**src/pkg/buck_ctrl_regs.svh**
```systemverilog
// register offsets, field positions, reset values and constants
// assumes: included by bare name wherever a number is needed
`ifndef BUCK_CTRL_REGS_SVH
`define BUCK_CTRL_REGS_SVH

`define REG_STATUS       8'h00
`define REG_SWITCH       8'h01
`define REG_TIMING_LO    8'h02
`define REG_TIMING_HI    8'h03
`define REG_FINE_TRIM    8'h04
`define REG_MARGIN       8'h06
`define REG_RESET_VAL    8'h00
`define REG_COUNT        6
`define REG_NONE         3'h7

`define ULTRA_BIT        5
`define PSV_MSB          1
`define PSV_ULTRASONIC   2'h2
`define TRIM_MSB         4
`define MARGIN_MSB       2

`define TARGET_ADDR_HI   4'h1
`define DIR_READ         1'b1

`define TRIM_ZERO_CODE   6'h10
`define TRIM_LIMIT       6'sh0c
`define MARGIN_DN10      3'h1
`define MARGIN_DN5       3'h2
`define MARGIN_UP5       3'h5
`define MARGIN_UP10      3'h6

`define ULTRA_STEP_HZ    15'h186a
`define MARGIN_BASE      11'sh0c8
`define MARGIN_UNIT      11'sh00a
`define TRIM_BASE        11'sh190
`define TRIM_UNIT        11'sh003

`endif

```
**src/pkg/buck_ctrl_pkg.sv**
```systemverilog
// types and shared decode for the serial register port
// assumes: buck_ctrl_regs.svh on the include path
`include "buck_ctrl_regs.svh"

package buck_ctrl_pkg;

	typedef enum
	{
		ST_IDLE,
		ST_ADDR,
		ST_ADDR_ACK,
		ST_PTR,
		ST_PTR_ACK,
		ST_WDATA,
		ST_WDATA_ACK,
		ST_RDATA,
		ST_RACK
	} port_state_type;

	typedef logic [7:0] reg_byte_type;

	// pointer to storage slot; unmapped pointers give REG_NONE
	function automatic logic [2:0] reg_index(input logic [7:0] ptr);
		case (ptr)
			`REG_STATUS:    return 3'h0;
			`REG_SWITCH:    return 3'h1;
			`REG_TIMING_LO: return 3'h2;
			`REG_TIMING_HI: return 3'h3;
			`REG_FINE_TRIM: return 3'h4;
			`REG_MARGIN:    return 3'h5;
			default:        return `REG_NONE;
		endcase
	endfunction

endpackage

```
**src/pkg/pin_event_if.sv**
```systemverilog
// synchronised bus line levels and conditions, one cycle pulses
// assumes: producer and consumer share sys_clk
`timescale 1ns/100ps
`default_nettype none

interface pin_event_if;
	logic scl_rise;
	logic scl_fall;
	logic sda_level;
	logic start_cond;
	logic stop_cond;

	modport producer (output scl_rise, scl_fall, sda_level, start_cond, stop_cond);
	modport consumer (input scl_rise, scl_fall, sda_level, start_cond, stop_cond);
endinterface

`default_nettype wire

```
**src/pkg/reg_access_if.sv**
```systemverilog
// register bank access: registered read, single write strobe
// assumes: one clock shared by engine and bank
`timescale 1ns/100ps
`default_nettype none

interface reg_access_if;
	import buck_ctrl_pkg::*;
	logic [7:0]   rd_ptr;
	reg_byte_type rd_data;
	logic         wr_en;
	logic [7:0]   wr_ptr;
	reg_byte_type wr_data;
	reg_byte_type timing_lo;
	reg_byte_type timing_hi;
	reg_byte_type fine_trim;
	reg_byte_type margin;

	modport engine (output rd_ptr, wr_en, wr_ptr, wr_data,
		input rd_data, timing_lo, timing_hi, fine_trim, margin);
	modport bank (input rd_ptr, wr_en, wr_ptr, wr_data,
		output rd_data, timing_lo, timing_hi, fine_trim, margin);
endinterface

`default_nettype wire

```
**src/rtl/i2c_pin_sync.sv**
```systemverilog
// two-stage synchronisers for bus lines and straps, condition detect
// assumes: lines idle high; straps static in operation
`timescale 1ns/100ps
`default_nettype none

module i2c_pin_sync
	import buck_ctrl_pkg::*;
(
	input  wire logic        sys_clk,
	input  wire logic        rst_n,
	input  wire logic        scl_in,
	input  wire logic        sda_in,
	input  wire logic [2:0]  strap_in,
	output logic      [2:0]  strap_sync,
	pin_event_if.producer    ev
);

	logic       scl_m_r;
	logic       scl_s_r;
	logic       scl_d_r;
	logic       sda_m_r;
	logic       sda_s_r;
	logic       sda_d_r;
	logic [2:0] strap_m_r;
	logic [2:0] strap_s_r;

	// first stage feeds only the second; 40 MHz leaves margin at fast mode
	always_ff @(posedge sys_clk)
	begin
		if (!rst_n)
		begin
			scl_m_r <= 1'b1;
			scl_s_r <= 1'b1;
			scl_d_r <= 1'b1;
			sda_m_r <= 1'b1;
			sda_s_r <= 1'b1;
			sda_d_r <= 1'b1;
		end
		else
		begin
			scl_m_r <= scl_in;
			scl_s_r <= scl_m_r;
			scl_d_r <= scl_s_r;
			sda_m_r <= sda_in;
			sda_s_r <= sda_m_r;
			sda_d_r <= sda_s_r;
		end
	end

	always_ff @(posedge sys_clk)
	begin
		if (!rst_n)
		begin
			strap_m_r <= 3'h0;
			strap_s_r <= 3'h0;
		end
		else
		begin
			strap_m_r <= strap_in;
			strap_s_r <= strap_m_r;
		end
	end

	assign strap_sync   = strap_s_r;
	assign ev.scl_rise  = scl_s_r & ~scl_d_r;
	assign ev.scl_fall  = ~scl_s_r & scl_d_r;
	assign ev.sda_level = sda_s_r;
	assign ev.start_cond = scl_s_r & scl_d_r & sda_d_r & ~sda_s_r;
	assign ev.stop_cond  = scl_s_r & scl_d_r & ~sda_d_r & sda_s_r;

endmodule

`default_nettype wire

```
**src/rtl/reg_bank.sv**
```systemverilog
// six byte registers with registered read port
// assumes: one write strobe per byte, pointer stable between accesses
`timescale 1ns/100ps
`default_nettype none
`include "buck_ctrl_regs.svh"

module reg_bank
	import buck_ctrl_pkg::*;
(
	input  wire logic     sys_clk,
	input  wire logic     rst_n,
	reg_access_if.bank    acc
);

	reg_byte_type mem_r [`REG_COUNT];
	reg_byte_type rd_data_r;
	logic [2:0]   wr_idx;
	logic [2:0]   rd_idx;

	assign wr_idx = reg_index(acc.wr_ptr);
	assign rd_idx = reg_index(acc.rd_ptr);

	// unmapped pointers swallow writes
	always_ff @(posedge sys_clk)
	begin
		if (!rst_n)
		begin
			for (int i = 0; i < `REG_COUNT; i++)
				mem_r[i] <= `REG_RESET_VAL;
		end
		else if (acc.wr_en && wr_idx != `REG_NONE)
		begin
			mem_r[wr_idx] <= acc.wr_data;
		end
	end

	// unmapped pointers read as zero
	always_ff @(posedge sys_clk)
	begin
		if (!rst_n)
			rd_data_r <= `REG_RESET_VAL;
		else if (rd_idx == `REG_NONE)
			rd_data_r <= 8'h00;
		else
			rd_data_r <= mem_r[rd_idx];
	end

	assign acc.rd_data   = rd_data_r;
	assign acc.timing_lo = mem_r[reg_index(`REG_TIMING_LO)];
	assign acc.timing_hi = mem_r[reg_index(`REG_TIMING_HI)];
	assign acc.fine_trim = mem_r[reg_index(`REG_FINE_TRIM)];
	assign acc.margin    = mem_r[reg_index(`REG_MARGIN)];

endmodule

`default_nettype wire

```
**src/rtl/buck_ctrl_i2c_reg_port.sv**
```systemverilog
// serial register port of a buck controller: bus target plus field decode
// assumes: open-drain bus resolved outside; lines well slower than sys_clk
//
// What this block does
// - ultrasonic minimum frequency from split two-bit field
// - margin codes give minus/plus five or ten
// - fine trim five bits, 0.75 steps, saturating
// - margin and trim combine by multiplication
// - six eight-bit registers, read and write
// - seven-bit addressing only, no ten-bit
// - standard or fast mode bus rate
// - address is 0001 plus three strap pins
// - direction bit zero writes, one reads
// - write: address, pointer, data, each acknowledged
// - combined read returns pointed byte after restart
// - pointer kept across unrelated bus traffic
// - no pointer increment; one register per transaction
// - repeated start accepted at any boundary
`timescale 1ns/100ps
`default_nettype none
`include "buck_ctrl_regs.svh"

module buck_ctrl_i2c_reg_port
	import buck_ctrl_pkg::*;
(
	input  wire logic        sys_clk,
	input  wire logic        rst_n,
	input  wire logic        scl_in,
	input  wire logic        sda_in,
	output logic             sda_out,
	output logic             sda_oe,
	input  wire logic [2:0]  address_strap_pins,
	output logic      [1:0]  ultra_min_freq_code,
	output logic      [14:0] ultra_min_freq_hz,
	output logic             ultrasonic_light_load_mode,
	output logic      [2:0]  margin_steps,
	output logic      [4:0]  fine_trim_code,
	output logic      [4:0]  fine_trim_steps,
	output logic      [16:0] vout_scale,
	output logic             target_busy
);

	pin_event_if  ev ();
	reg_access_if acc ();

	logic [2:0]     strap_sync;
	port_state_type state_r;
	port_state_type state_nxt;
	logic [2:0]     bit_cnt_r;
	logic           byte_full_r;
	logic [7:0]     shift_r;
	logic [7:0]     tx_r;
	logic [7:0]     ptr_r;
	logic           rw_r;
	logic           master_ack_r;
	logic           wr_en_r;
	logic [7:0]     wr_data_r;
	logic           sda_oe_r;
	logic           sda_oe_nxt;
	logic           receiving;
	logic           addr_match;
	logic [6:0]     own_addr;

	logic [1:0]     ultra_code_r;
	logic [14:0]    ultra_hz_r;
	logic           ultra_mode_r;
	logic [2:0]     margin_steps_r;
	logic [4:0]     trim_code_r;
	logic [4:0]     trim_steps_r;
	logic [16:0]    scale_r;

	i2c_pin_sync u_sync
	(
		.sys_clk    (sys_clk),
		.rst_n      (rst_n),
		.scl_in     (scl_in),
		.sda_in     (sda_in),
		.strap_in   (address_strap_pins),
		.strap_sync (strap_sync),
		.ev         (ev.producer)
	);

	reg_bank u_bank
	(
		.sys_clk (sys_clk),
		.rst_n   (rst_n),
		.acc     (acc.bank)
	);

	// signed step count of the trim code, clamped to plus or minus TRIM_LIMIT (codes 04 and 1c)
	function automatic logic signed [5:0] trim_to_steps(input logic [4:0] code);
		logic signed [5:0] raw;
		raw = $signed({1'b0, code}) - $signed(`TRIM_ZERO_CODE);
		if (raw > `TRIM_LIMIT)
			return `TRIM_LIMIT;
		else if (raw < -`TRIM_LIMIT)
			return -`TRIM_LIMIT;
		else
			return raw;
	endfunction

	// margin code to signed five-percent steps; others disable
	function automatic logic signed [2:0] margin_to_steps(input logic [2:0] code);
		case (code)
			`MARGIN_DN10: return -3'sd2;
			`MARGIN_DN5:  return -3'sd1;
			`MARGIN_UP5:  return 3'sd1;
			`MARGIN_UP10: return 3'sd2;
			default:      return 3'sd0;
		endcase
	endfunction

	// only 7-bit targets: 0001 + straps, general call never matches
	assign own_addr   = {`TARGET_ADDR_HI, strap_sync};
	assign addr_match = (shift_r[7:1] == own_addr);
	assign receiving  = (state_r == ST_ADDR) || (state_r == ST_PTR)
		|| (state_r == ST_WDATA);

	// frame sequencing; transitions take effect on scl falling edges
	always_comb
	begin
		state_nxt = state_r;
		case (state_r)
			ST_IDLE:
				state_nxt = ST_IDLE;
			ST_ADDR:
				if (byte_full_r)
					state_nxt = addr_match ? ST_ADDR_ACK : ST_IDLE;
			ST_ADDR_ACK:
				state_nxt = (rw_r == `DIR_READ) ? ST_RDATA : ST_PTR;
			ST_PTR:
				if (byte_full_r)
					state_nxt = ST_PTR_ACK;
			ST_PTR_ACK:
				state_nxt = ST_WDATA;
			ST_WDATA:
				if (byte_full_r)
					state_nxt = ST_WDATA_ACK;
			ST_WDATA_ACK:
				state_nxt = ST_IDLE;
			ST_RDATA:
				if (bit_cnt_r == 3'h7)
					state_nxt = ST_RACK;
			ST_RACK:
				state_nxt = master_ack_r ? ST_RDATA : ST_IDLE;
			default:
				state_nxt = ST_IDLE;
		endcase
	end

	// start or restart restarts addressing anywhere
	always_ff @(posedge sys_clk)
	begin
		if (!rst_n)
			state_r <= ST_IDLE;
		else if (ev.stop_cond)
			state_r <= ST_IDLE;
		else if (ev.start_cond)
			state_r <= ST_ADDR;
		else if (ev.scl_fall)
			state_r <= state_nxt;
	end

	// bit counter: rising edges while receiving, falling while sending
	always_ff @(posedge sys_clk)
	begin
		if (!rst_n)
		begin
			bit_cnt_r   <= 3'h0;
			byte_full_r <= 1'b0;
		end
		else if (ev.start_cond || ev.stop_cond)
		begin
			bit_cnt_r   <= 3'h0;
			byte_full_r <= 1'b0;
		end
		else if (ev.scl_rise && receiving)
		begin
			bit_cnt_r   <= bit_cnt_r + 3'h1;
			byte_full_r <= (bit_cnt_r == 3'h7);
		end
		else if (ev.scl_fall)
		begin
			byte_full_r <= 1'b0;
			if (state_r == ST_RDATA)
				bit_cnt_r <= bit_cnt_r + 3'h1;
		end
	end

	// msb first sampling while scl is high
	always_ff @(posedge sys_clk)
	begin
		if (!rst_n)
			shift_r <= 8'h00;
		else if (ev.scl_rise && receiving)
			shift_r <= {shift_r[6:0], ev.sda_level};
	end

	always_ff @(posedge sys_clk)
	begin
		if (!rst_n)
			rw_r <= 1'b0;
		else if (ev.scl_fall && state_r == ST_ADDR && byte_full_r)
			rw_r <= shift_r[0];
	end

	// pointer survives stop and foreign traffic
	always_ff @(posedge sys_clk)
	begin
		if (!rst_n)
			ptr_r <= 8'h00;
		else if (ev.scl_fall && state_r == ST_PTR && byte_full_r)
			ptr_r <= shift_r;
	end

	// one write per transaction, to the pointed register only
	always_ff @(posedge sys_clk)
	begin
		if (!rst_n)
		begin
			wr_en_r   <= 1'b0;
			wr_data_r <= 8'h00;
		end
		else
		begin
			wr_en_r <= ev.scl_fall && state_r == ST_WDATA && byte_full_r;
			if (ev.scl_fall && state_r == ST_WDATA && byte_full_r)
				wr_data_r <= shift_r;
		end
	end

	// controller answer after each read byte: low means another byte
	always_ff @(posedge sys_clk)
	begin
		if (!rst_n)
			master_ack_r <= 1'b0;
		else if (ev.scl_rise && state_r == ST_RACK)
			master_ack_r <= ~ev.sda_level;
	end

	// repeated reads resend the same register, pointer not advanced
	always_ff @(posedge sys_clk)
	begin
		if (!rst_n)
			tx_r <= 8'h00;
		else if (ev.scl_fall && state_nxt == ST_RDATA && state_r != ST_RDATA)
			tx_r <= acc.rd_data;
		else if (ev.scl_fall && state_r == ST_RDATA)
			tx_r <= {tx_r[6:0], 1'b0};
	end

	// pull low for ack and for zero data bits; change only with scl low
	always_comb
	begin
		sda_oe_nxt = 1'b0;
		case (state_nxt)
			ST_ADDR_ACK,
			ST_PTR_ACK,
			ST_WDATA_ACK:
				sda_oe_nxt = byte_full_r;
			ST_RDATA:
				if (state_r == ST_RDATA)
					sda_oe_nxt = ~tx_r[6];
				else
					sda_oe_nxt = ~acc.rd_data[7];
			default:
				sda_oe_nxt = 1'b0;
		endcase
	end

	always_ff @(posedge sys_clk)
	begin
		if (!rst_n)
			sda_oe_r <= 1'b0;
		else if (ev.start_cond || ev.stop_cond)
			sda_oe_r <= 1'b0;
		else if (ev.scl_fall)
			sda_oe_r <= sda_oe_nxt;
	end

	// bank read port follows the pointer; settles long before scl falls
	assign acc.rd_ptr  = ptr_r;
	assign acc.wr_ptr  = ptr_r;
	assign acc.wr_en   = wr_en_r;
	assign acc.wr_data = wr_data_r;

	// field decode, registered so outputs never glitch on writes
	always_ff @(posedge sys_clk)
	begin
		if (!rst_n)
		begin
			ultra_code_r <= 2'h0;
			ultra_hz_r   <= `ULTRA_STEP_HZ;
			ultra_mode_r <= 1'b0;
		end
		else
		begin
			ultra_code_r <= {acc.timing_hi[`ULTRA_BIT], acc.timing_lo[`ULTRA_BIT]};
			ultra_hz_r   <= 15'(({13'h0, acc.timing_hi[`ULTRA_BIT],
				acc.timing_lo[`ULTRA_BIT]} + 15'h1) * `ULTRA_STEP_HZ);
			ultra_mode_r <= (acc.timing_hi[`PSV_MSB:0] == `PSV_ULTRASONIC);
		end
	end

	always_ff @(posedge sys_clk)
	begin
		if (!rst_n)
		begin
			margin_steps_r <= 3'h0;
			trim_code_r    <= 5'h0;
			trim_steps_r   <= 5'h0;
		end
		else
		begin
			margin_steps_r <= margin_to_steps(acc.margin[`MARGIN_MSB:0]);
			trim_code_r    <= acc.fine_trim[`TRIM_MSB:0];
			trim_steps_r   <= 5'(trim_to_steps(acc.fine_trim[`TRIM_MSB:0]));
		end
	end

	// gain as product of both factors; nominal 1.0 reads as 80000
	always_ff @(posedge sys_clk)
	begin
		logic signed [10:0] fm;
		logic signed [10:0] ft;
		fm = `MARGIN_BASE + `MARGIN_UNIT * 11'(margin_to_steps(acc.margin[`MARGIN_MSB:0]));
		ft = `TRIM_BASE + `TRIM_UNIT * 11'(trim_to_steps(acc.fine_trim[`TRIM_MSB:0]));
		if (!rst_n)
			scale_r <= 17'h0;
		else
			scale_r <= 17'(22'(fm) * 22'(ft));
	end

	assign sda_out                    = 1'b0;
	assign sda_oe                     = sda_oe_r;
	assign ultra_min_freq_code        = ultra_code_r;
	assign ultra_min_freq_hz          = ultra_hz_r;
	assign ultrasonic_light_load_mode = ultra_mode_r;
	assign margin_steps               = margin_steps_r;
	assign fine_trim_code             = trim_code_r;
	assign fine_trim_steps            = trim_steps_r;
	assign vout_scale                 = scale_r;
	assign target_busy                = (state_r != ST_IDLE);

endmodule

`default_nettype wire

```
**config.mk**
```make
export PLATFORM = sky130hd
export DESIGN_NAME = buck_ctrl_i2c_reg_port
export DESIGN_NICKNAME = d
export VERILOG_FILES = /design/src/pkg/buck_ctrl_pkg.sv /design/src/pkg/pin_event_if.sv /design/src/pkg/reg_access_if.sv /design/src/rtl/i2c_pin_sync.sv /design/src/rtl/reg_bank.sv /design/src/rtl/buck_ctrl_i2c_reg_port.sv
export VERILOG_INCLUDE_DIRS = /design/src /design/src/pkg
export SDC_FILE = /design/constraint.sdc
export NUM_CORES = 1
export LEC_CHECK = 0
export ABC_AREA = 1
export BUFFER_PORTS_ARGS = -buffer_cell sky130_fd_sc_hd__buf_4
export CAP_MARGIN = 0
export CORE_MARGIN = 3
export CORE_UTILIZATION = 40
export DETAILED_ROUTE_END_ITERATION = 8
export PLACE_DENSITY_LB_ADDON = 0.15
export SLEW_MARGIN = 10
export SYNTH_ARGS = -nofsm -noshare
export SYNTH_HDL_FRONTEND = slang
export SYNTH_SLANG_ARGS = --single-unit
export TNS_END_PERCENT = 1
```
**constraint.sdc**
```tcl
create_clock -name sys_clk -period 5.7 [get_ports sys_clk]
set_input_delay 0.855 -clock sys_clk [delete_from_list [all_inputs] [get_ports sys_clk]]
set_output_delay 0.855 -clock sys_clk [all_outputs]
set_load 0.1 [all_outputs]
```
-- Word level (Yosys, flattened, before mapping)
Memory sizes are Yosys's and may differ from the RTL's. A register that Yosys moved wholly into a read port is not among the register bits.
Index checks and enable logic that the tools add are counted.
- eq/ne operators: 32
- reductions and logical operators: 28
- $mul: 4
- magnitude comparators: 2
- multiplexer cells: 30
- add/subtract/negate cells: 5
- bitwise operators: 14
- operator list (operator ; count):
    $eq A32 B3 Y1 const B ; 7
    $pmux W32 S7 ; 1
    $eq A32 B2 Y1 const B ; 4
    $eq A32 B4 Y1 const B ; 4
    $mux W32 ; 4
    $eq A32 B1 Y1 const B ; 1
    $eq A32 B5 Y1 const B ; 1
    $ne A32 B4 Y1 const B ; 1
    $reduce_bool A32 Y1 ; 1
    $mux W3 ; 6
    $pmux W3 S6 ; 1
    $mul A10 B11 Y17 ; 1
    $eq A8 B2 Y1 const B ; 2
    $eq A8 B3 Y1 const B ; 2
    $mul A3 B12 Y14 const B ; 1
    $mux W7 ; 2
    $eq A3 B3 Y1 const B ; 4
    $logic_and A1 B1 Y1 ; 12
    $mux W6 ; 2
    $pmux W3 S4 ; 1
    $add A10 B9 Y11 const A ; 1
    $add A9 B8 Y10 const A ; 1
    $mux W1 ; 10
    $mul A3 B6 Y9 const A ; 1
    other kinds (24) ; 44
- bits in writable memories: 48
- memories: 1
- input port bits: 7
- bits in registers: 131
- output and inout bits: 51
- memory list (name ; depth ; width ; read ports ; clocked after memory_dff ; wr ports ; RTL line ; source):
    u_bank.mem_r ; 6 ; 8 ; 5 ; 1 ; 6 ; reg_bank.sv:15 ; reg_byte_type mem_r [`REG_COUNT];

-- Depth between registers and ports, before layout
Gate-level depths: netlist of run 1.
- depth in word-level cells: 9
- depth in mapped cells: 35
- mapped depth without buffers: 35

-- By module
A second synthesis of run 1 with hierarchy kept.
- cells, all modules: 1339
- area total of the unflattened synthesis: 10898.0 um2
- modules (own cells, without submodules) (module ; times used ; cells an instance ; area each (um2) ; seq. area each (um2)):
    buck_ctrl_i2c_reg_port ; 1 ; 913 ; 7066.8 ; 2262.2
    reg_bank ; 1 ; 380 ; 3455.8 ; 2082.0
    i2c_pin_sync ; 1 ; 46 ; 375.4 ; 240.2

-- Worst setup path after synthesis of run 1
OpenSTA, ideal clock, no wires.
- path type: register to register
- from: memory u_bank.mem_r[4][3] (netlist name)
- to: register scale_r[16] (netlist: vout_scale[16])
- buffers on the path: 0
- data required time: 5.587 ns
- cell stages (with the launch flop): 35
- path slack: -0.588 ns
- data arrival time: 6.176 ns
- library setup time: 0.113 ns
- cell sequence: edfxtp_1 -> nor3_1 -> inv_1 -> nand2_1 -> nor2_1 -> ha_1 -> ha_1 -> ha_1 -> inv_1 -> fa_1 -> or2_2 -> nand3_1 -> nand2_1 -> fa_1 -> inv_1 -> fa_1 -> inv_1 -> fa_1 -> fa_1 -> inv_1 -> ha_1 -> ha_1 -> nand2_1 -> o21ai_0 -> nand2_1 -> nand2_1 -> a21oi_1 -> o21ai_0 -> nand2_1 -> inv_1 -> o21ai_0 -> nand2_1 -> nand2_1 -> nand2_1 -> nor2_1
- RTL lines (element ; RTL line ; source):
    from (decl) ; reg_bank.sv:15 ;
    to (signal assigned) ; buck_ctrl_i2c_reg_port.sv:331 ; scale_r <= 17'(22'(fm) * 22'(ft));
    to (decl) ; buck_ctrl_i2c_reg_port.sv:70 ; logic [16:0] scale_r;

==> run metrics, run 1 <==
YS warnings=0; Mapped Area=about 0.010 mm²; Initial DRC Count=roughly 550; Net Sw Power=0.00181 W; Max-Cap Viols=0; post-synth cell types=48; vias per inst=4.75; Post-Route WL=23.7 mm; EDFF count, synth=64; core area=0.0254 mm²; I/O pin total=58; Starting Density=41.1%; final setup margin=-189 ps; Syn Inst Count=about 1200; internal power=0.00293 W; CTS Buffer Depth=2; Worst EP required=roughly 6000 ps; Final setup viols=6; utilization after layout=48.9%; Vias=about 8000; initial antenna violation count=0; CTS Hold Bufs=0; H-tree depth=4; ANT nets after route=0; Worst Setup Start Kind=flip-flop; dpl hpwl=17.6 mm; n_diodes=0; switch share=between 30% and 40%; Min-Delay Path Class=flip-flop to flip-flop; Reg clk slew, reported paths=80 ps; outcome=finished with violations; P_leak=5.66 nW; Period minus WS final=around 5900 ps; Final period util=103%; wire per inst=14.1 µm; final number of hold-violating endpoints=0; drt pass-1 iters=5; Synth Register Bits=197; Slew Viols, Final=0; VDD IR max=0.254 mV; largest net degree at the start of global routing=65; relative slew slack=33.5%; commonest cells after routing, fill and taps aside=238 x nor2_1, 195 x nand2_1, 162 x inv_1; Synth async-reset ratio=0%; DRC=0; Worst Reg-to-Reg Cells=32; clk_lat worst skew=between 400 and 500 ps; proportion of layout cells with a drive suffix above 1=between 15 and 20%; crit end category=flip-flop; Max stage delay cell, worst path=fa_2; Logic pwr share=41.7%; PortBufs=53; Most common cell on crit path=nand2_1; Worst-Margin Slew=997 ps; CTS tree=yes; pwr dens=381 mW/mm²; number of fill cells=2510; Max Fanout on Critical Path=4; ranking of synthesized cells by area=dfxtp_1 26%, edfxtp_1 18%, fa_1 9.4%; Mean Syn Cell Area=8.49 µm²; vias in the first global route=~8100; root buf cell=clkbuf_16; Horiz. Die Dim=168 µm; placer's final routability congestion estimate=0.844; hold path depth=1; GR Util All Layers=17.5%; unrepaired setup endpoints after global routing=yes; Yosys top cell area share=25.5%; Crit path arrival time=slightly above 6000 ps; pre-CTS WS=-291 ps; final net count=1460; total CTS buffers=17; Die Height=168 µm; commonest non-fill, non-tap cell in the layout=nor2_1; crit-path max cell delay=around 560 ps; ys flop type=dfxtp_1; Die ar.=0.0281 mm²; GRT Residual Overflow=0; area leader, netlist=dfxtp_1; CTS Sinks=approximately 200; Reg power frac=about a third; first-pass GRT wire length=39.8 mm; CP Class=flip-flop to flip-flop; Clock Skew=13.5 ps; failing checks=negative setup slack; Clk pwr share=between 20 and 30%; share of the yosys chip area belonging to registers=43.9%; Rows=58; P&R area growth vs syn=19.0%; Fmax=about 170 MHz
[power groups by stage]
stage	combinational, W	clock, W	sequential, W
after floorplan	0.000955	0	0.00190
after global placement	0.00176	0	0.00158
after detailed placement	0.00178	0	0.00158
after CTS	0.00183	0.00125	0.00154
after global routing	0.00220	0.00130	0.00155
final	0.00197	0.00122	0.00154
[cells in the mapped netlist (all sizes together), types with 2 or more instances]
| cell type | n |
|---|---|
| o211ai | 2 |
| xor2 | 4 |
| nand4 | 7 |
| clkinv | 3 |
| edfxtp | 64 |
| o21bai | 2 |
| ha | 61 |
| fa | 49 |
| a21oi | 55 |
| a31oi | 11 |
| clkbuf | 17 |
| nand3 | 29 |
| a211oi | 3 |
| dfxtp | 133 |
| nor3 | 10 |
| xnor2 | 6 |
| nand2 | 210 |
| conb | 2 |
| o31ai | 2 |
| buf | 23 |
| o22ai | 7 |
| o21ai | 85 |
| nor2 | 251 |
| inv | 180 |
| or2 | 7 |
[layer usage]
metal  global-route usage (%)  wire [µm]
met3                     2.48        720
met4                     3.74        189
met1                     23.3      11200
met2                     30.4      11600
met5                        0          0
[worst paths after layout]
check,end,slack (ps),startpoint
min,u_sync.scl_s_r$_SDFF_PN1_,420,u_sync.scl_m_r$_SDFF_PN1_
max reg2reg,vout_scale[16]$_SDFF_PN0_,-190,u_bank.mem_r[4][2]$_SDFFCE_PN0P_
min reg2reg,u_sync.scl_s_r$_SDFF_PN1_,420,u_sync.scl_m_r$_SDFF_PN1_
max,vout_scale[16]$_SDFF_PN0_,-190,u_bank.mem_r[4][2]$_SDFFCE_PN0P_
[logic make-up (layout without fill, tap and decap cells)]
| logic type | count (synthesis) | count (layout) | synth area share, % |
|---|---|---|---|
| simple gates | 518 | 518 | 21.0 |
| buf+inv | 223 | 317 | 8.56 |
| flops | 197 | 197 | 43.9 |
| compound gates | 170 | 170 | 8.93 |
| fa+ha+maj | 110 | 110 | 16.7 |
| xor+xnor | 10 | 10 | 0.839 |
| other cells | 2 | 34 | 0.0719 |
[worst max-delay path: cells and delay by family (launching register included)]
kind                     cells  cell delay (ps)
adder cells (fa/ha/maj)      8             3160
AND/OR/NAND/NOR             13             1160
AO/OA/AOI/OAI                5              540
buffers and inverters        6              470
flip-flops                   1              440
[final cells by class]
| cell class | instances | area (µm²) | share of cell area, % |
|---|---|---|---|
| Timing Repair Buffer | 102 | 766 | 6.16 |
| Multi-Input combinational cell | 842 | 5360 | 43.1 |
| Sequential cell | 197 | 4580 | 36.9 |
| Clock inverter | 15 | 184 | 1.48 |
| Clock buffer | 17 | 425 | 3.42 |
| Inverter | 183 | 697 | 5.61 |
| Tap cell | 330 | 413 | 3.32 |
[stage by stage]
stage | cells | TNS (ps) | hold slack, ps | power [W] | area, µm²
final | 1686 | -664 | 419 | 0.00474 | 12400
after global routing | 1686 | -3040 | 438 | 0.00506 | 12400
after CTS | 1684 | -791 | 422 | 0.00462 | 12300
after detailed placement | 1647 | -919 | 401 | 0.00335 | 11700
after global placement | 1647 | -438 | 403 | 0.00334 | 11700
after floorplan | 1262 | -98.0 | 390 | 0.00285 | 10700
[sequential cells by signal (all words and copies together) (netlist names), 5 cells and up]
name and cells:
state_r 32, acc.rd_ptr 8, fine_trim_steps 5, fine_trim_code 5, u_bank.mem_r 64, tx_r 7
vout_scale 16, acc.wr_data 8, u_bank.acc.rd_data 8, shift_r 8, ultra_min_freq_hz 10
[timing repair]
| action | 4_1_cts | 5_1_grt |
|---|---|---|
| pin swaps | 30 | 10 |
| resized for setup | 6 | 15 |
| endpoints found under the setup margin | 6 | 9 |
| buffers inserted | 5 | 2 |
(Power assumes the default switching activity.)
==> run 2, diff against run 1 <==
==> constraint.sdc (replaced) <==
create_clock -name sys_clk -period 5.4 [get_ports sys_clk]
set_input_delay 0.81 -clock sys_clk [delete_from_list [all_inputs] [get_ports sys_clk]]
set_output_delay 0.81 -clock sys_clk [all_outputs]
set_load 0.1 [all_outputs]
==> run 2 against run 1 <==
Compared with the run above: the flow still finishes with violations (negative setup slack); die area did not move; cell count rose by 0.30%; first-iteration DRC count fell by 10%; critical path depth fell by 3; wire length fell by 0.60%; via count fell by 0.36%; global-route usage barely moved; clock skew fell by 3.6 ps; core utilization barely moved; cell area barely moved.
==> run metrics, run 2 (synthesis gave the netlist of run 1 again) <==
RR Startpoint=u_bank.mem_r[4][4]$_SDFFCE_PN0P_; crit end category=flip-flop; Vias=7987 (-0.36%); PortBufs=53 (unchanged); final net count=1466 (+0.41%); Biggest register=u_bank.mem_r; Clk pwr share=26.0% (+0.2 points); Clock Skew=9.84 ps (-3.64 ps); Worst Path Buf+Inv=5 (-1); Max Fanout on Critical Path=4 (unchanged); Min-Delay Path Class=flip-flop to flip-flop; n_diodes=0 (unchanged); utilization after layout=49.0% (about the same); max FFs per register=64 (unchanged); wire per inst=13.9 µm (-0.89%); GR Util All Layers=17.5% (+0.041 points); Max-Cap Viols=0 (unchanged); worst r2r dst=vout_scale[16]$_SDFF_PN0_; Die Height=168 µm (unchanged); P_leak=5.68 nW (+0.43%); CTS Sinks=197 (unchanged); commonest non-fill, non-tap cell in the layout=nor2_1; failing checks=negative setup slack; Worst-Margin Slew=988 ps (-8.81 ps); internal power=0.00310 W (+6.1%); Logic pwr share=40.9% (-0.8 points); Initial DRC Count=498 (-10%); first-pass GRT wire length=40.1 mm (+0.81%); drt pass-1 iters=7 (+2); Crit path max-delay family=adder cells; Finished Layout Cells=1691 (+0.30%); crit-path max cell delay=500 ps (-60 ps); unrepaired setup endpoints after global routing=yes; initial antenna violation count=0 (unchanged); Worst Setup Start Kind=flip-flop; final number of hold-violating endpoints=0 (unchanged); Die ar.=0.0281 mm² (unchanged); Post-Route WL=23.6 mm (-0.60%); I/O pin total=58 (unchanged); relative slew slack=34.1% (+0.59 points); hold path depth=1 (unchanged); Rows=58 (unchanged); Worst Hold End=u_sync.scl_s_r$_SDFF_PN1_; GRT Residual Overflow=0 (unchanged); Horiz. Die Dim=168 µm (unchanged); Final setup viols=8 (+2); H-tree depth=4 (unchanged); Register-to-Register Setup Slack=-430 ps (-240 ps); vias per inst=4.72 (-0.66%); core area=0.0254 mm² (unchanged); Net Sw Power=0.00183 W (+0.72%); Fmax=171 MHz (+0.96%); total CTS buffers=17 (unchanged); CP Class=flip-flop to flip-flop; Final period util=108% (+4.7 points); hold_sp=u_sync.scl_m_r$_SDFF_PN1_; Crit path arrival time=6200 ps (-20 ps); Slew Viols, Final=0 (unchanged); VDD IR max=0.297 mV (+17%); Period minus WS final=5830 ps (-56.0 ps); clk_lat worst skew=430 ps (about the same); DRC=0 (unchanged); CTS Hold Bufs=0 (unchanged); Most common cell on crit path=nand2_1; Reg power frac=33.0% (+0.4 points); outcome=finished with violations; Starting Density=41.1% (unchanged); Worst EP required=5770 ps (-260 ps); root buf cell=clkbuf_16; switch share=37.0% (-1.2 points); ANT nets after route=0 (unchanged); commonest cells after routing, fill and taps aside=237 x nor2_1, 195 x nand2_1, 161 x inv_1; placed cells=1657 (+0.61%); largest net degree at the start of global routing=64 (-1.5%); vias in the first global route=8141 (+0.61%); CTS tree=yes; Max stage delay cell, worst path=fa_1; placer's final routability congestion estimate=0.837 (-0.89%); dpl hpwl=17.8 mm (+0.67%); P&R area growth vs syn=19.1% (about the same); CTS Buffer Depth=2 (unchanged); Reg clk slew, reported paths=80 ps (about the same); pwr dens=396 mW/mm² (+3.9%); Worst Reg-to-Reg Cells=29 (-9.4%); proportion of layout cells with a drive suffix above 1=17.3% (+0.084 points); final setup margin=-433 ps (-244 ps)
==> run 2: cell types whose count changed in the layout (fill, tap and decap cells not counted), sizes merged <==
cell    previous run  this run
clkinv            13         9
clkbuf            17        19
buf              102       108
bufinv             0         1
==> run 2: routing by layer <==
layer | wire length (µm) | vias up | global-route usage (%)
li1 | - | 4089 | -
met1 | 11400 | 3774 | 23.6
met2 | 11200 | 96 | 29.3
met3 | 543 | 28 | 2.76
met4 | 389 | 0 | 5.27
met5 | 0 | - | 0
==> run 2: worst register-to-register path: cells and delay by family, from the launching register on <==
| kind | cells | cell delay (ps) |
|---|---|---|
| compound gates | 3 | 390 |
| fa+ha+maj | 10 | 3440 |
| buf+inv | 5 | 370 |
| flops | 1 | 420 |
| simple gates | 11 | 1140 |
==> run 2: area by class of cell <==
type	instances	area, µm²
Clock inverter	12	140
Fill cell	2481	13000
Clock buffer	19	453
Timing Repair Buffer	108	815
Tap cell	330	413
Multi-Input combinational cell	842	5340
Sequential cell	197	4580
Inverter	183	694
==> run 2: through the flow <==
step	total power (W)	hold WS, ps	setup WS, ps	area, µm²	TNS (ps)
6_report	0.00493	417	-433	12400	-2240
5_1_grt	0.00528	435	-854	12400	-5470
4_1_cts	0.00497	422	-486	12400	-2580
3_5_place_dp	0.00357	403	-550	11700	-2890
3_3_place_gp	0.00357	397	-481	11700	-2380
2_1_floorplan	0.00301	390	-362	10700	-1130
==> run 2: worst max-delay path by stage <==
stage | end | cells past startpoint | start
6_report | vout_scale[16]$_SDFF_PN0_ | 29 | u_bank.mem_r[4][4]$_SDFFCE_PN0P_
5_1_grt | vout_scale[16]$_SDFF_PN0_ | 34 | u_bank.mem_r[4][2]$_SDFFCE_PN0P_
4_1_cts | vout_scale[16]$_SDFF_PN0_ | 34 | u_bank.mem_r[4][2]$_SDFFCE_PN0P_
3_5_place_dp | vout_scale[16]$_SDFF_PN0_ | 31 | u_bank.mem_r[4][2]$_SDFFCE_PN0P_
3_3_place_gp | vout_scale[16]$_SDFF_PN0_ | 34 | u_bank.mem_r[4][2]$_SDFFCE_PN0P_
2_1_floorplan | vout_scale[16]$_SDFF_PN0_ | 34 | u_bank.mem_r[4][4]$_SDFFCE_PN0P_
==> run 2: repair_timing <==
item / CTS / global route
cloned: 0 / 0
endpoints found under the hold margin: 0 / 0
resized for setup: 12 / 5
pin swaps: 30 / 2
setup buffers: 3 / 0
setup endpoints to repair: 9 / 10
==> run 2: power by group through the flow <==
stage	sequential, W	combinational (W)	clock, W
after global routing	0.00164	0.00228	0.00137
final	0.00163	0.00202	0.00128
after CTS	0.00163	0.00202	0.00132
after global placement	0.00166	0.00190	0
after floorplan	0.00200	0.00101	0
after detailed placement	0.00166	0.00191	0
==> run 3, diff against run 2 <==
--- a/config.mk
+++ b/config.mk
@@ -9,12 +9,13 @@
 export ABC_AREA = 1
 export BUFFER_PORTS_ARGS = -buffer_cell sky130_fd_sc_hd__buf_4
 export CAP_MARGIN = 0
+export CORE_ASPECT_RATIO = 0.8
 export CORE_MARGIN = 3
 export CORE_UTILIZATION = 40
 export DETAILED_ROUTE_END_ITERATION = 8
-export PLACE_DENSITY_LB_ADDON = 0.15
 export SLEW_MARGIN = 10
 export SYNTH_ARGS = -nofsm -noshare
 export SYNTH_HDL_FRONTEND = slang
+export SYNTH_HIERARCHICAL = 1
 export SYNTH_SLANG_ARGS = --single-unit
 export TNS_END_PERCENT = 1
==> run 3 against run 2 <==
Compared with the run above: the run still ends with negative setup slack left; fmax fell by 3.5%; wire length is 2.6% higher; critical path depth increased by 3; critical endpoint is now vout_scale[15]$_SDFF_PN0_; highest routed layer unchanged; cell count grew 8.6%; via count increased by 7.0%; clock power decreased by 3%; global-route usage shrank 0.22 points; die area grew 4.3%; register-to-register slack worse by 210 ps; worst hold slack worse by 13 ps; non-clock buffer count is 12 higher.
==> run metrics, run 3 <==
Starting Density=41.1% (about the same); EDFF count, synth=64 (unchanged); CTS Buffer Depth=2 (unchanged); H-tree depth=4 (unchanged); area leader, netlist=dfxtp_1; final number of hold-violating endpoints=0 (unchanged); hold_sp=u_sync/sda_m_r$_SDFF_PN1_; Reg clk slew, reported paths=70 ps (about the same); share of the yosys chip area belonging to registers=42.1% (-1.9 points); Crit path max-delay family=adder cells; Post-Route WL=24.2 mm (+2.6%); max FFs per register=64 (unchanged); Fmax=165 MHz (-3.5%); Yosys top cell area share=24.4% (-1.1 points); final net count=1585 (+8.1%); CTS Sinks=197 (unchanged); CP Class=flip-flop to flip-flop; Min-Delay Path Class=flip-flop to flip-flop; crit-path max cell delay=520 ps (+20 ps); Max-Cap Viols=0 (unchanged); Final period util=112% (+4.0 points); Die ar.=0.0293 mm² (+4.3%); Post-synth top cells=262 x nand2_1, 226 x inv_1, 206 x nor2_1; pwr dens=441 mW/mm² (+11%); I/O pin total=58 (unchanged); ANT nets after route=0 (unchanged); CTS tree=yes; GR Util All Layers=17.3% (-0.22 points); Worst Setup Start Kind=flip-flop; vias per inst=4.65 (-1.5%); relative slew slack=41.9% (+7.8 points); ys flop type=dfxtp_1; Horiz. Die Dim=191 µm (+14%); Worst Path Buf+Inv=8 (+3); Mapped Area=0.0109 mm² (+4.4%); TNS Setup=-3350 ps (-1100 ps); VDD IR max=0.478 mV (+61%); unrepaired setup endpoints after global routing=yes; proportion of layout cells with a drive suffix above 1=16.7% (-0.57 points); commonest cells after routing, fill and taps aside=255 x nand2_1, 219 x inv_1, 200 x nor2_1; Worst EP required=5740 ps (-30 ps); GRT Residual Overflow=0 (unchanged); dpl hpwl=17.5 mm (-1.2%); Syn Inst Count=1339 (+8.9%); Rows=53 (-8.6%); drt pass-1 iters=5 (-2); outcome=finished with violations; Vias=8545 (+7.0%); PortBufs=53 (unchanged); clk_lat worst skew=440 ps (about the same); commonest non-fill, non-tap cell in the layout=nand2_1; wire per inst=13.2 µm (-5.5%); post-synth cell types=46 (-4.2%); Max stage delay cell, worst path=fa_1; Crit path arrival time=6380 ps (+180 ps); total CTS buffers=17 (unchanged); first-pass GRT wire length=40.9 mm (+1.9%); critical path launch point=u_bank/mem_r[4][4]$_SDFFCE_PN0P_; count leader, synth=nand2_1; CTS Hold Bufs=0 (unchanged); YS warnings=6 (+6); ranking of synthesized cells by area=dfxtp_1 24%, edfxtp_1 18%, nand2_1 9.0%; P_leak=6.29 nW (+11%); DRC=0 (unchanged); root buf cell=clkbuf_16; Period minus WS final=6050 ps (+215 ps); Clock Skew=8.53 ps (-1.31 ps); utilization after layout=48.8% (-0.11 points); Die Height=154 µm (-8.3%); Final setup viols=8 (unchanged); final setup margin=-648 ps (-215 ps); Slew Viols, Final=0 (unchanged); Mean Syn Cell Area=8.14 µm² (-4.1%); initial antenna violation count=0 (unchanged); P&R area growth vs syn=18.9%; vias in the first global route=8107 (-0.42%); crit end category=flip-flop; Biggest register=u_bank/mem_r; core area=0.0265 mm² (+4.4%); largest net degree at the start of global routing=58 (-9.4%); Synth Register Bits=197 (unchanged); RR Startpoint=u_bank/mem_r[4][4]$_SDFFCE_PN0P_; placer's final routability congestion estimate=0.878 (+4.9%); Max Fanout on Critical Path=4 (unchanged); number of fill cells=2605 (+5.0%); Synth async-reset ratio=0% (unchanged); n_diodes=0 (unchanged); failing checks=negative setup slack; Worst-Margin Slew=870 ps (-117 ps); Initial DRC Count=605 (+21%)
run 3: changes by cell type after synthesis, moves of 7 or more:
cell / before / now
o22ai_1: 7 / 0
nand3b_1: 1 / 8
nand2_1: 201 / 262
buf_4: 8 / 15
o21ai_0: 79 / 42
nor2_1: 239 / 206
buf_1: 10 / 1
nand3_1: 21 / 85
a31oi_1: 11 / 1
inv_1: 170 / 226
run 3: worst paths after layout:
| kind | to | slack (ps) | depth (start not counted) |
|---|---|---|---|
| hold reg to reg | u_sync/ev.sda_level$_SDFF_PN1_ | 400 | 2 |
| hold / removal | u_sync/ev.sda_level$_SDFF_PN1_ | 400 | 2 |
| setup / recovery | vout_scale[15]$_SDFF_PN0_ | -650 | 32 |
| setup reg to reg | vout_scale[15]$_SDFF_PN0_ | -650 | 32 |
run 3: what timing repair did:
item | CTS | global route
pin swaps | 22 | 35
resized for setup | 20 | 28
endpoints found under the setup margin | 9 | 10
setup buffers | 4 | 7
endpoints found under the hold margin | 0 | 0
run 3: cell type report:
cell class              count  area (µm²)  share of cell area (%)
flip-flops and latches    197        4580                    35.4
clock buffers              21         482                    3.72
repair buffers            120         912                    7.04
clock inverters            11        90.1                   0.695
well taps                 357         447                    3.45
multi-input cells         892        5540                    42.8
inverters                 238         898                    6.93
run 3: power breakdown:
group,switching (W),internal [W],leakage (nW)
Combinational,0.00159,0.00123,4.28
Sequential,0.0000314,0.00162,1.73
Clock,0.000587,0.000652,0.283
run 3: kinds of logic (layout without fill, tap and decap cells):
family / count (synthesis) / in the layout / share of synthesized area [%]
xor+xnor: 8 / 8 / 0.643
buf+inv: 281 / 390 / 10.4
simple gates: 616 / 616 / 24.5
other cells: 3 / 34 / 0.103
flops: 197 / 197 / 42.1
compound gates: 122 / 122 / 6.05
fa+ha+maj: 112 / 112 / 16.2
run 3: per-layer routing:
metal	part of all wire (%)	GRT usage (%)
met5	0	0
met3	4.8	3.17
met2	42	25.1
met1	52	26.8
met4	0.83	3.67
run 3: worst reg2reg max path: cells and delay by family, from the launching register on:
kind	cells	cell delay [ps]
buffers and inverters	8	700
adders and majority gates	10	3480
and+or+nand+nor	10	780
DFF	1	420
AOI/OAI and AO/OA	4	560
run 3: stage by stage:
step / hold slack, ps / instance area (µm²) / setup slack, ps / std cells / power [W]
floorplan: 380 / 11000 / -578 / 1370 / 0.00328
global placement: 390 / 12100 / -676 / 1794 / 0.00398
detailed placement: 393 / 12100 / -811 / 1794 / 0.00401
CTS: 411 / 12800 / -675 / 1830 / 0.00553
global route: 437 / 13000 / -964 / 1836 / 0.00617
finish: 404 / 13000 / -648 / 1836 / 0.00571
